==> config.mk <==
export PLATFORM = sky130hd
export DESIGN_NAME = mag_tone_top
export DESIGN_NICKNAME = d
export VERILOG_FILES = /design/src/mag_pkg.sv /design/src/mag_melody_div.sv /design/src/mag_tone_top.sv
export VERILOG_INCLUDE_DIRS = /design/src
export SDC_FILE = /design/constraint.sdc
export NUM_CORES = 1
export LEC_CHECK = 0
export ABC_AREA = 0
export BUFFER_PORTS_ARGS = -buffer_cell sky130_fd_sc_hd__buf_2
export CAP_MARGIN = 20
export CORE_MARGIN = 3
export CORE_UTILIZATION = 35
export DETAILED_ROUTE_END_ITERATION = 10
export PLACE_DENSITY_LB_ADDON = 0.05
export SYNTH_ARGS = -nofsm -noshare
export SYNTH_HDL_FRONTEND = slang
export SYNTH_HIERARCHICAL = 1
export SYNTH_SLANG_ARGS = --single-unit
==> constraint.sdc <==
create_clock -name clk -period 8.3 [get_ports clk]
set_input_delay 1.66 -clock clk [delete_from_list [all_inputs] [get_ports clk]]
set_output_delay 1.66 -clock clk [all_outputs]
set_load 0.01 [all_outputs]
==> src/mag_defines.svh <==
/*
  Register indices, field positions, reset values and timing counts of the
  melody and alarm tone generator. Assumes inclusion by bare name.
*/
`ifndef MAG_DEFINES_SVH
`define MAG_DEFINES_SVH

// Register indices; byte address is four times the index
`define MAG_IDX_ALARM 16'h1330
`define MAG_IDX_CTRL 16'h1331
`define MAG_IDX_DIVLO 16'h1332
`define MAG_IDX_DIVHI 16'h1333
`define MAG_IDX_IRQEN 16'h1334

// Control and divisor high register fields
`define MAG_CTRL_FC_HI 7
`define MAG_CTRL_FC_LO 6
`define MAG_CTRL_INV 5
`define MAG_CTRL_SEL 0
`define MAG_DIVHI_RUN 7

// Reset values
`define MAG_RST_BYTE 8'h00
`define MAG_RST_IRQEN 5'h00

// Counter control codes
`define MAG_FC_HOLD 2'h0
`define MAG_FC_RUN 2'h1
`define MAG_FC_CLEAR 2'h2
`define MAG_FC_CLRRUN 2'h3

// Low-speed clock and derived rates
`define MAG_LS_HZ 32768
`define MAG_MOD_HZ 4096
`define MAG_MOD_BIT 2
`define MAG_BURST_US 31250
`define MAG_BURST_TICKS ((`MAG_BURST_US * `MAG_LS_HZ) / 1000000)

// AXI responses
`define MAG_RESP_OKAY 2'h0
`define MAG_RESP_SLVERR 2'h2

`endif

==> src/mag_pkg.sv <==
/*
  Types shared by the tone generator modules. Assumes nothing else.
*/
package mag_pkg;
  typedef enum logic {FC_STOPPED, FC_RUNNING} mag_fc_e;
  typedef logic [7:0] mag_byte_t;
  typedef logic [4:0] mag_irq_t;
  typedef logic [11:0] mag_div_t;
endpackage

==> src/mag_melody_div.sv <==
/*
  Melody divider: square wave of period 2*(N+2) low-speed ticks.
  Assumes lsTick is a one-cycle pulse per low-speed clock rising edge.
*/
module mag_melody_div (
  input wire logic clk,
  input wire logic sys_rst,
  input wire logic lsTick,
  input wire logic melRun,
  input wire mag_pkg::mag_div_t divisor,
  output logic melWave
);
  import mag_pkg::*;

  logic [12:0] halfCnt_q;
  logic [12:0] halfEnd;

  assign halfEnd = {1'b0, divisor} + 13'h0001;

  always_ff @(posedge clk) begin
    if (sys_rst || !melRun) begin
      halfCnt_q <= 13'h0000;
      melWave <= 1'b0;
    end else if (lsTick) begin
      if (halfCnt_q >= halfEnd) begin
        halfCnt_q <= 13'h0000;
        melWave <= ~melWave;
      end else begin
        halfCnt_q <= halfCnt_q + 13'h0001;
      end
    end
  end
endmodule

==> src/mag_tone_top.sv <==
/*
  Melody and alarm tone generator with an AXI4-Lite register slave.
  Assumes lsClk is an asynchronous 32.768 kHz pin, far slower than clk,
  and that tonePin drives an external loudspeaker.
*/
`include "mag_defines.svh"

module mag_tone_top (
  input wire logic clk,
  input wire logic sys_rst,
  input wire logic lsClk,
  input wire logic [15:0] s_axi_awaddr,
  input wire logic s_axi_awvalid,
  output logic s_axi_awready,
  input wire logic [31:0] s_axi_wdata,
  input wire logic [3:0] s_axi_wstrb,
  input wire logic s_axi_wvalid,
  output logic s_axi_wready,
  output logic [1:0] s_axi_bresp,
  output logic s_axi_bvalid,
  input wire logic s_axi_bready,
  input wire logic [15:0] s_axi_araddr,
  input wire logic s_axi_arvalid,
  output logic s_axi_arready,
  output logic [31:0] s_axi_rdata,
  output logic [1:0] s_axi_rresp,
  output logic s_axi_rvalid,
  input wire logic s_axi_rready,
  output logic tonePin,
  output mag_pkg::mag_irq_t periodicIrqReq
);
  import mag_pkg::*;

  localparam logic [2:0] SEL_ALARM = 3'h0;
  localparam logic [2:0] SEL_CTRL = 3'h1;
  localparam logic [2:0] SEL_DIVLO = 3'h2;
  localparam logic [2:0] SEL_DIVHI = 3'h3;
  localparam logic [2:0] SEL_IRQEN = 3'h4;
  localparam logic [2:0] SEL_NONE = 3'h7;

  // Byte address to register select; misaligned or unknown gives none
  function automatic logic [2:0] regSelect(input logic [15:0] addr);
    logic [15:0] idx;
    idx = {2'b00, addr[15:2]};
    if (addr[1:0] != 2'b00) begin
      regSelect = SEL_NONE;
    end else if (idx == `MAG_IDX_ALARM) begin
      regSelect = SEL_ALARM;
    end else if (idx == `MAG_IDX_CTRL) begin
      regSelect = SEL_CTRL;
    end else if (idx == `MAG_IDX_DIVLO) begin
      regSelect = SEL_DIVLO;
    end else if (idx == `MAG_IDX_DIVHI) begin
      regSelect = SEL_DIVHI;
    end else if (idx == `MAG_IDX_IRQEN) begin
      regSelect = SEL_IRQEN;
    end else begin
      regSelect = SEL_NONE;
    end
  endfunction

  // Burst gate of each one-hot pattern; out-of-list values give silence
  function automatic logic patternGate(input mag_byte_t sel, input logic [14:0] cnt);
    case (sel)
      8'h01: patternGate = 1'b1;
      8'h02: patternGate = (cnt[11:10] == 2'b00);
      8'h04: patternGate = !cnt[14];
      8'h08: patternGate = !cnt[13];
      8'h10: patternGate = !cnt[12];
      8'h20: patternGate = (cnt[14:12] == 3'b000);
      8'h40: patternGate = (cnt[14:13] == 2'b00) && !cnt[10];
      8'h80: patternGate = !cnt[9];
      default: patternGate = 1'b0;
    endcase
  endfunction

  // Low-speed clock synchroniser and edge detect
  logic lsMeta_q;
  logic lsSync_q;
  logic lsPrev_q;
  logic lsTick;

  always_ff @(posedge clk) begin
    if (sys_rst) begin
      lsMeta_q <= 1'b0;
      lsSync_q <= 1'b0;
      lsPrev_q <= 1'b0;
    end else begin
      lsMeta_q <= lsClk;
      lsSync_q <= lsMeta_q;
      lsPrev_q <= lsSync_q;
    end
  end

  assign lsTick = lsSync_q && !lsPrev_q;

  // AXI write channel
  logic awHeld_q;
  logic wHeld_q;
  logic [15:0] awAddr_q;
  logic [7:0] wByte_q;
  logic wLane0_q;
  logic bValid_q;
  logic [1:0] bResp_q;
  logic doWrite;
  logic [2:0] wrSel;

  assign s_axi_awready = !awHeld_q;
  assign s_axi_wready = !wHeld_q;
  assign s_axi_bvalid = bValid_q;
  assign s_axi_bresp = bResp_q;
  assign doWrite = awHeld_q && wHeld_q && !bValid_q;
  assign wrSel = regSelect(awAddr_q);

  always_ff @(posedge clk) begin
    if (sys_rst) begin
      awHeld_q <= 1'b0;
      awAddr_q <= 16'h0000;
    end else if (s_axi_awvalid && !awHeld_q) begin
      awHeld_q <= 1'b1;
      awAddr_q <= s_axi_awaddr;
    end else if (doWrite) begin
      awHeld_q <= 1'b0;
    end
  end

  always_ff @(posedge clk) begin
    if (sys_rst) begin
      wHeld_q <= 1'b0;
      wByte_q <= `MAG_RST_BYTE;
      wLane0_q <= 1'b0;
    end else if (s_axi_wvalid && !wHeld_q) begin
      wHeld_q <= 1'b1;
      wByte_q <= s_axi_wdata[7:0];
      wLane0_q <= s_axi_wstrb[0];
    end else if (doWrite) begin
      wHeld_q <= 1'b0;
    end
  end

  always_ff @(posedge clk) begin
    if (sys_rst) begin
      bValid_q <= 1'b0;
      bResp_q <= `MAG_RESP_OKAY;
    end else if (doWrite) begin
      bValid_q <= 1'b1;
      bResp_q <= (wrSel == SEL_NONE) ? `MAG_RESP_SLVERR : `MAG_RESP_OKAY;
    end else if (s_axi_bready) begin
      bValid_q <= 1'b0;
    end
  end

  // Register strobes; only byte lane 0 carries data
  logic wrAlarm;
  logic wrCtrl;
  logic wrDivLo;
  logic wrDivHi;
  logic wrIrqEn;
  logic [1:0] fcCode;

  assign wrAlarm = doWrite && wLane0_q && (wrSel == SEL_ALARM);
  assign wrCtrl = doWrite && wLane0_q && (wrSel == SEL_CTRL);
  assign wrDivLo = doWrite && wLane0_q && (wrSel == SEL_DIVLO);
  assign wrDivHi = doWrite && wLane0_q && (wrSel == SEL_DIVHI);
  assign wrIrqEn = doWrite && wLane0_q && (wrSel == SEL_IRQEN);
  assign fcCode = wByte_q[`MAG_CTRL_FC_HI:`MAG_CTRL_FC_LO];

  mag_byte_t alarmSel_q;
  logic invert_q;
  logic outSel_q;
  mag_fc_e fcState_q;
  mag_byte_t divLow_q;
  logic [3:0] divHigh_q;
  logic melRun_q;
  mag_irq_t irqEn_q;

  always_ff @(posedge clk) begin
    if (sys_rst) begin
      alarmSel_q <= `MAG_RST_BYTE;
    end else if (wrAlarm) begin
      alarmSel_q <= wByte_q;
    end
  end

  always_ff @(posedge clk) begin
    if (sys_rst) begin
      invert_q <= 1'b0;
      outSel_q <= 1'b0;
    end else if (wrCtrl) begin
      invert_q <= wByte_q[`MAG_CTRL_INV];
      outSel_q <= wByte_q[`MAG_CTRL_SEL];
    end
  end

  // Code 00 never stops a running counter; only 10 halts it
  always_ff @(posedge clk) begin
    if (sys_rst) begin
      fcState_q <= FC_STOPPED;
    end else if (wrCtrl) begin
      case (fcCode)
        `MAG_FC_RUN: fcState_q <= FC_RUNNING;
        `MAG_FC_CLRRUN: fcState_q <= FC_RUNNING;
        `MAG_FC_CLEAR: fcState_q <= FC_STOPPED;
        default: fcState_q <= fcState_q;
      endcase
    end
  end

  always_ff @(posedge clk) begin
    if (sys_rst) begin
      divLow_q <= `MAG_RST_BYTE;
      divHigh_q <= 4'h0;
      melRun_q <= 1'b0;
    end else begin
      if (wrDivLo) begin
        divLow_q <= wByte_q;
      end
      if (wrDivHi) begin
        divHigh_q <= wByte_q[3:0];
        melRun_q <= wByte_q[`MAG_DIVHI_RUN];
      end
    end
  end

  always_ff @(posedge clk) begin
    if (sys_rst) begin
      irqEn_q <= `MAG_RST_IRQEN;
    end else if (wrIrqEn) begin
      irqEn_q <= wByte_q[4:0];
    end
  end

  // Free-run counter
  logic [14:0] freeCnt_q;
  logic cntStep;

  assign cntStep = lsTick && (fcState_q == FC_RUNNING);

  always_ff @(posedge clk) begin
    if (sys_rst) begin
      freeCnt_q <= 15'h0000;
    end else if (wrCtrl && fcCode[1]) begin
      freeCnt_q <= 15'h0000;
    end else if (cntStep) begin
      freeCnt_q <= freeCnt_q + 15'h0001;
    end
  end

  // Periodic events fire as the low counter bits wrap
  mag_irq_t wrapHit;
  mag_irq_t irqReq_q;

  assign wrapHit[0] = (freeCnt_q == 15'h7FFF);
  assign wrapHit[1] = (freeCnt_q[13:0] == 14'h3FFF);
  assign wrapHit[2] = (freeCnt_q[8:0] == 9'h1FF);
  assign wrapHit[3] = (freeCnt_q[5:0] == 6'h3F);
  assign wrapHit[4] = (freeCnt_q[1:0] == 2'h3);

  always_ff @(posedge clk) begin
    if (sys_rst) begin
      irqReq_q <= `MAG_RST_IRQEN;
    end else begin
      irqReq_q <= (cntStep && !(wrCtrl && fcCode[1])) ? (wrapHit & irqEn_q) : 5'h00;
    end
  end

  assign periodicIrqReq = irqReq_q;

  // Waveforms and output pin
  logic melWave;
  logic alarmWave;

  mag_melody_div melodyDiv (
    .clk(clk),
    .sys_rst(sys_rst),
    .lsTick(lsTick),
    .melRun(melRun_q),
    .divisor({divHigh_q, divLow_q}),
    .melWave(melWave)
  );

  // Square carrier from counter bit, gated by the burst pattern
  assign alarmWave = patternGate(alarmSel_q, freeCnt_q) && freeCnt_q[`MAG_MOD_BIT];

  always_ff @(posedge clk) begin
    if (sys_rst) begin
      tonePin <= 1'b0;
    end else if (outSel_q) begin
      tonePin <= melWave;
    end else begin
      tonePin <= alarmWave ^ invert_q;
    end
  end

  // AXI read channel
  logic rValid_q;
  logic [7:0] rByte_q;
  logic [1:0] rResp_q;
  logic arTake;
  logic [2:0] rdSel;
  logic [7:0] rdMux;

  assign s_axi_arready = !rValid_q;
  assign arTake = s_axi_arvalid && !rValid_q;
  assign rdSel = regSelect(s_axi_araddr);
  assign s_axi_rvalid = rValid_q;
  assign s_axi_rresp = rResp_q;
  assign s_axi_rdata = {24'h000000, rByte_q};

  always_comb begin
    if (rdSel == SEL_ALARM) begin
      rdMux = alarmSel_q;
    end else if (rdSel == SEL_CTRL) begin
      rdMux = {1'b0, fcState_q == FC_RUNNING, invert_q, 4'h0, outSel_q};
    end else if (rdSel == SEL_DIVLO) begin
      rdMux = divLow_q;
    end else if (rdSel == SEL_DIVHI) begin
      rdMux = {melRun_q, 3'b000, divHigh_q};
    end else if (rdSel == SEL_IRQEN) begin
      rdMux = {3'b000, irqEn_q};
    end else begin
      rdMux = 8'h00;
    end
  end

  always_ff @(posedge clk) begin
    if (sys_rst) begin
      rValid_q <= 1'b0;
      rByte_q <= `MAG_RST_BYTE;
      rResp_q <= `MAG_RESP_OKAY;
    end else if (arTake) begin
      rValid_q <= 1'b1;
      rByte_q <= rdMux;
      rResp_q <= (rdSel == SEL_NONE) ? `MAG_RESP_SLVERR : `MAG_RESP_OKAY;
    end else if (s_axi_rready) begin
      rValid_q <= 1'b0;
    end
  end
endmodule

# Word level (Yosys, flattened, before mapping)
# Index checks and enable logic that the tools add are counted.
[totals] reg_bits=108 in_bits=76 wordCells=147
[classes] addsub=3 magnitude_cmp=1 n_eq_ne=36 n_mux=30 bitwise=4 reduce_logical=47
[ops] cell="equality test 14 x 13 -> 1 bit, second input constant" n=10
[ops] cell="two-way mux 8 bit" n=4
[ops] cell="two-way mux 3 bit" n=10
[ops] cell="logical AND 1 bit" n=17
[ops] cell="adder 15 x 1 -> 15 bit, second input constant" n=1
[ops] cell="equality test 15 bit, second input constant" n=1
[ops] cell="equality test 14 bit, second input constant" n=1
[ops] cell="nonzero test 2 bit" n=7
[ops] cell="adder 12 x 1 -> 13 bit, second input constant" n=1
[ops] cell="adder 13 x 1 -> 13 bit, second input constant" n=1
[ops] cell="greater-or-equal comparator 13 bit" n=1
[ops] cell="two-way mux 13 bit" n=1
[ops] cell="equality test 3 x 2 -> 1 bit, second input constant" n=4
[ops] cell="equality test 3 bit, second input constant" n=4
[ops] cell="zero test 1 bit" n=12
[ops] cell="equality test 9 bit, second input constant" n=1
[ops] cell="zero test 3 bit" n=3
[ops] cell="equality test 8 x 1 -> 1 bit, second input constant" n=1
[ops] cell="equality test 8 x 2 -> 1 bit, second input constant" n=1
[ops] cell="equality test 8 x 3 -> 1 bit, second input constant" n=1
[ops] cell="equality test 8 x 4 -> 1 bit, second input constant" n=1
[ops] cell="equality test 8 x 5 -> 1 bit, second input constant" n=1
[ops] cell="equality test 8 x 6 -> 1 bit, second input constant" n=1
[ops] cell="equality test 8 x 7 -> 1 bit, second input constant" n=1
[ops] cell="other kinds (17)" n=35

# Longest topological paths before layout
[depth] ltp_word=14 ltp_mapped=12 ltp_nobuf=11

# Modules after synthesis
# Netlist, hierarchy kept.
[by_module_without_submodules] mod="mag_tone_top" n_inst=1 cells_per_inst=494 area_per_inst_um2=4285.4 seq_area_each_um2=1841.8
[by_module_without_submodules] mod="mag_melody_div" n_inst=1 cells_per_inst=138 area_per_inst_um2=1182.4 seq_area_each_um2=280.3

# Worst setup path before layout
# No wires, ideal clock.
[synth_timing] path_type="input -> register" from="input port s_axi_araddr[9]" to="register rByte_q[1]" t_arrival_ps=3177 required_ps=8197 setup_slack_ps=5020 stages=5 path_cell_list="or4b_4 nor4_4 and3_4 a22oi_1 a2111oi_2"
[synth_via] elab_chain_len=13 word_cells_on_any_way=21 cone_classes="eq/ne (9); mux (11); reduce/logical (1)"
[synth_lines] element="start: declaration" line="mag_tone_top.sv:22" rtl="input wire logic [15:0] s_axi_araddr,"
[synth_lines] element="equality test 14 x 13 -> 1 bit (no line)"
[synth_lines] element="two-way mux 2 bit" line="mag_tone_top.sv:55" rtl="end else if (idx == `MAG_IDX_IRQEN) begin"
[synth_lines] element="two-way mux 3 bit" line="mag_tone_top.sv:53" rtl="end else if (idx == `MAG_IDX_DIVHI) begin"
[synth_lines] element="two-way mux 3 bit" line="mag_tone_top.sv:51" rtl="end else if (idx == `MAG_IDX_DIVLO) begin"
[synth_lines] element="two-way mux 3 bit" line="mag_tone_top.sv:49" rtl="end else if (idx == `MAG_IDX_CTRL) begin"
[synth_lines] element="two-way mux 3 bit *" line="mag_tone_top.sv:47" rtl="end else if (idx == `MAG_IDX_ALARM) begin"
[synth_lines] element="two-way mux 3 bit *" line="mag_tone_top.sv:45" rtl="if (addr[1:0] != 2'b00) begin"
[synth_lines] element="equality test 3 bit" line="mag_tone_top.sv:319" rtl="end else if (rdSel == SEL_IRQEN) begin"
[synth_lines] element="two-way mux 5 bit" line="mag_tone_top.sv:319"
[synth_lines] element="two-way mux 8 bit" line="mag_tone_top.sv:317" rtl="end else if (rdSel == SEL_DIVHI) begin"
[synth_lines] element="two-way mux 8 bit" line="mag_tone_top.sv:315" rtl="end else if (rdSel == SEL_DIVLO) begin"
[synth_lines] element="two-way mux 8 bit" line="mag_tone_top.sv:313" rtl="end else if (rdSel == SEL_CTRL) begin"
[synth_lines] element="two-way mux 8 bit *" line="mag_tone_top.sv:311" rtl="if (rdSel == SEL_ALARM) begin"
[synth_lines] element="end signal: assignment" line="mag_tone_top.sv:329" rtl="rByte_q <= `MAG_RST_BYTE;"
[synth_lines] element="end signal: assignment" line="mag_tone_top.sv:333" rtl="rByte_q <= rdMux;"
[synth_lines] element="end: declaration" line="mag_tone_top.sv:297" rtl="logic [7:0] rByte_q;"
# Every way passes the cells marked *; elsewhere a longest branch is shown, timed or not.
# A chain may end at the register's enable or synchronous reset.

# Worst setup path in the final report
[layout_timing] from="register divLow_q[4]" to="register melodyDiv.melWave"
[layout_via] elab_chain_len=3
[layout_lines] element="start: declaration" line="mag_tone_top.sv:172" rtl="mag_byte_t divLow_q;"
[layout_lines] element="start signal: assignment" line="mag_tone_top.sv:211" rtl="divLow_q <= `MAG_RST_BYTE;"
[layout_lines] element="start signal: assignment" line="mag_tone_top.sv:216" rtl="divLow_q <= wByte_q;"
[layout_lines] element="adder 12 x 1 -> 13 bit" line="mag_melody_div.sv:18" rtl="assign halfEnd = {1'b0, divisor} + 13'h0001;"
[layout_lines] element="greater-or-equal comparator 13 bit" line="mag_melody_div.sv:25" rtl="if (halfCnt_q >= halfEnd) begin"
[layout_lines] element="AND reduction 2 bit (no line)"
[layout_lines] element="end signal: assignment" line="mag_melody_div.sv:27" rtl="melWave <= ~melWave;"
[layout_lines] element="end: declaration" line="mag_melody_div.sv:11" rtl="output logic melWave"
# No other way between the ends.

==> metrics.md <==
| Metric | Value |
|---|---|
| Status | finished clean |
| Core area | 15300 um^2 |
| Cell Area, Synth | 5470 um^2 |
| P&R area growth vs syn | 12.9% |
| CP Max Fanout | 11 |
| Worst-Margin Slew | roughly 0.98 ns |
| Max-Cap Viols | 0 |
| Synth cell types | 60 |
| Clock sink count | ~110 |
| Die W | 131 um |
| Vias/cell | between 4 and 5 |
| Cells after synthesis | 632 |
| DRT Wirelength | 13200 um |
| Initial Utilization | 35.8% |
| Dominant synthesized flop cell | dfxtp_1 |
| Antenna fix cells | 0 |
| Yosys Warn Count | 6 |
| Mapped Avg Cell Area | 8.65 um^2 |
| Final hold viol count | 0 |
| Cell with the most instances after synthesis | dfxtp_1 |
| CP Class | reg2reg |
| # IOs | 123 |
| TritonCTS clock tree | yes |
| Critical path capture point type | flip-flop |
| Setup tns final | 0 ns |
| Layout cell share with drive strength beyond 1 | 16.9% |
| WL/cell | 14.7 um |
| Ys async rst share | 0% |
| Die extent in y | roughly 130 um |
| Root buf cell | clkbuf_16 |
| Post-synth EDFFs | 0 |
| Worst relative slew slack | between 30% and 40% |
| # resized after CTS | 0 |
| Top post-synthesis cells by area | dfxtp_1, nand2_1, mux2i_1, nor2_1, ha_1 |
| Worst Clk Skew | 0.00619 ns |
| First-pass GRT wire length | 21400 um |
| CP Data Arrival Time | 3.75 ns |
| Synth Register Bits | 106 |
| Achievable Freq | ~0.28 GHz |
| Clock Latency Late Sink | 0.35 ns |
| Vias in the first global route | 4164 |
| Initial antenna violation count | 0 |
| Die area | 17200 um^2 |
| Num CTS Buffers | 9 |
| Synth top cells by count | dfxtp_1, nand2_1, nor2_1, a21oi_1, mux2i_1 |
| Critical Path Start Type | flip-flop |
| Post-layout nets | between 700 and 800 |
| Register area share after synthesis | about two fifths |
| Dominant cell type by area after synthesis | dfxtp_1 |
| Setup bufs post-CTS | 0 |
| Via count | roughly 4400 |
| Initial drt markers | 219 |
| Post-DP HPWL | 10000 um |
| Slew Limit Fails | 0 |
| Total power | between 1000 and 1500 uW |
| Placer Congestion | 0.816 |
| Clk buf depth | 2 |
| Clock slew at reported path FFs | roughly 0.070 ns |
| Input/output buffers | roughly 70 |
| Non-Filler Instances | between 900 and 1000 |
| Yosys top cell area share | 38.8% |
| Placed cell count | between 800 and 900 |
| Power Dens Cells | 176 nW/um^2 |
| Final setup fails | 0 |
| GRT overflow | 0 |
| Period minus WS final | 3.52 ns |
| Hold Crit Class | reg2reg |
| DRC viols | 0 |
| CTS Hold Buffers Added | 0 |
| Post-route clock period utilization | between 40 and 50% |
| H-tree levels | 3 |
| Req. time, crit path | 8.54 ns |
| Total track usage | 16.0% |
| Largest net degree at the start of global routing | 74 |
| Max IR drop VDD | 0.120 mV |
| Unrepaired setup endpoints after global routing | false |
| ANT nets after route | 0 |
| Pre-antenna DRT Iters | 4 |
| Static Leak | between 0.002 and 0.0025 uW |
| Core Rows | 45 |
[where the power goes]
group	internal, uW	leakage, uW	total (uW)	switching, uW
combinational	26.3	0.00140	70.7	44.4
sequential	520	0.000860	531	11.3
clock	271	0.000160	482	210
[routing by layer]
| layer | vias to the layer above | track usage (%) | routed length (um) |
|---|---|---|---|
| li1 | 2253 | - | - |
| met1 | 2084 | 20.4 | 6040 |
| met2 | 67 | 27.5 | 6590 |
| met3 | 10 | 3.78 | 444 |
| met4 | 0 | 3.45 | 136 |
| met5 | - | 0 | 0 |
[registers in the layout, summed over array words and instances, names as in the netlist, 4 cells and up]
| name | flops |
|---|---|
| divLow_q | 8 |
| melodyDiv/halfCnt_q | 13 |
| awAddr_q | 16 |
| freeCnt_q | 15 |
| rByte_q | 8 |
| divHigh_q | 4 |
| irqEn_q | 5 |
| alarmSel_q | 8 |
| wByte_q | 8 |
| periodicIrqReq | 5 |
[per-stage QoR]
| stage | util, % | area (um^2) | worst slack (ns) | hold slack [ns] |
|---|---|---|---|---|
| finish | 40.5 | 6170 | 4.78 | 0.438 |
| global route | 40.5 | 6170 | 4.55 | 0.461 |
| CTS | 40.5 | 6170 | 4.71 | 0.437 |
| detailed placement | 38.3 | 5840 | 4.52 | 0.434 |
| global placement | 38.3 | 5840 | 4.53 | 0.440 |
| floorplan | - | 5560 | 5.02 | 0.414 |
[kinds of logic after synthesis]
kind of cell	count (synthesis)	share of synthesized area, %
other	1	0.0686
buffers and inverters	68	7.44
adder cells (fa/ha/maj)	18	4.07
AO/OA/AOI/OAI	82	9.91
flip-flops	106	38.8
multiplexers	33	6.13
XOR/XNOR	33	5.29
AND/OR/NAND/NOR	291	28.3
[path summary, 6_finish.rpt]
kind                                 start                             end  slack (ns)  cells after the start
setup / recovery  divLow_q[4]$_SDFFE_PP0P_  melodyDiv/melWave$_SDFFE_PP0P_        4.78                     10
hold / removal         lsMeta_q$_SDFF_PP0_             lsSync_q$_SDFF_PP0_        0.44                      1
setup reg to reg  divLow_q[4]$_SDFFE_PP0P_  melodyDiv/melWave$_SDFFE_PP0P_        4.78                     10
hold reg to reg        lsMeta_q$_SDFF_PP0_             lsSync_q$_SDFF_PP0_        0.44                      1
[final cells by class]
type                    instances  area [um^2]
clock buffers                   9          225
clock inverters                 7          108
fillers                      1557         9090
inverters                      14         52.6
multi-input cells             483         3030
flip-flops and latches        106         2120
well taps                     211          264
repair buffers                 72          368
[worst max-delay path, cell delays in order (launching register included)]
cell     delay, ns
dfxtp_1       0.46
and4_1        0.25
and2_1        0.19
nand3_1       0.14
or3_1         0.35
ha_1          0.30
nand4_1       0.20
nor4_1        0.50
nor3_2        0.16
a31oi_4       0.49
mux2_4        0.35
[cells in the final DEF, fill, tap and decap left out, types with 3 or more instances in the layout]
master,n
or3_1,3
a21oi_1,40
nor2b_1,14
nor4b_1,5
nor4_4,3
dfxtp_1,106
clkbuf_16,9
nand4_1,16
xnor2_1,10
and2_1,4
nor2_1,73
nand3_1,22
conb_1,26
inv_1,14
nor3_1,10
mux2i_1,32
a211oi_1,7
and4b_1,3
nor3b_1,7
nor4_1,4
nand3b_1,3
buf_4,3
and3_1,6
buf_2,69
nor3_2,11
a2111oi_2,3
o21ai_0,12
xor2_1,23
ha_1,17
nand2_1,92
Power figures use the tool's default switching activity.
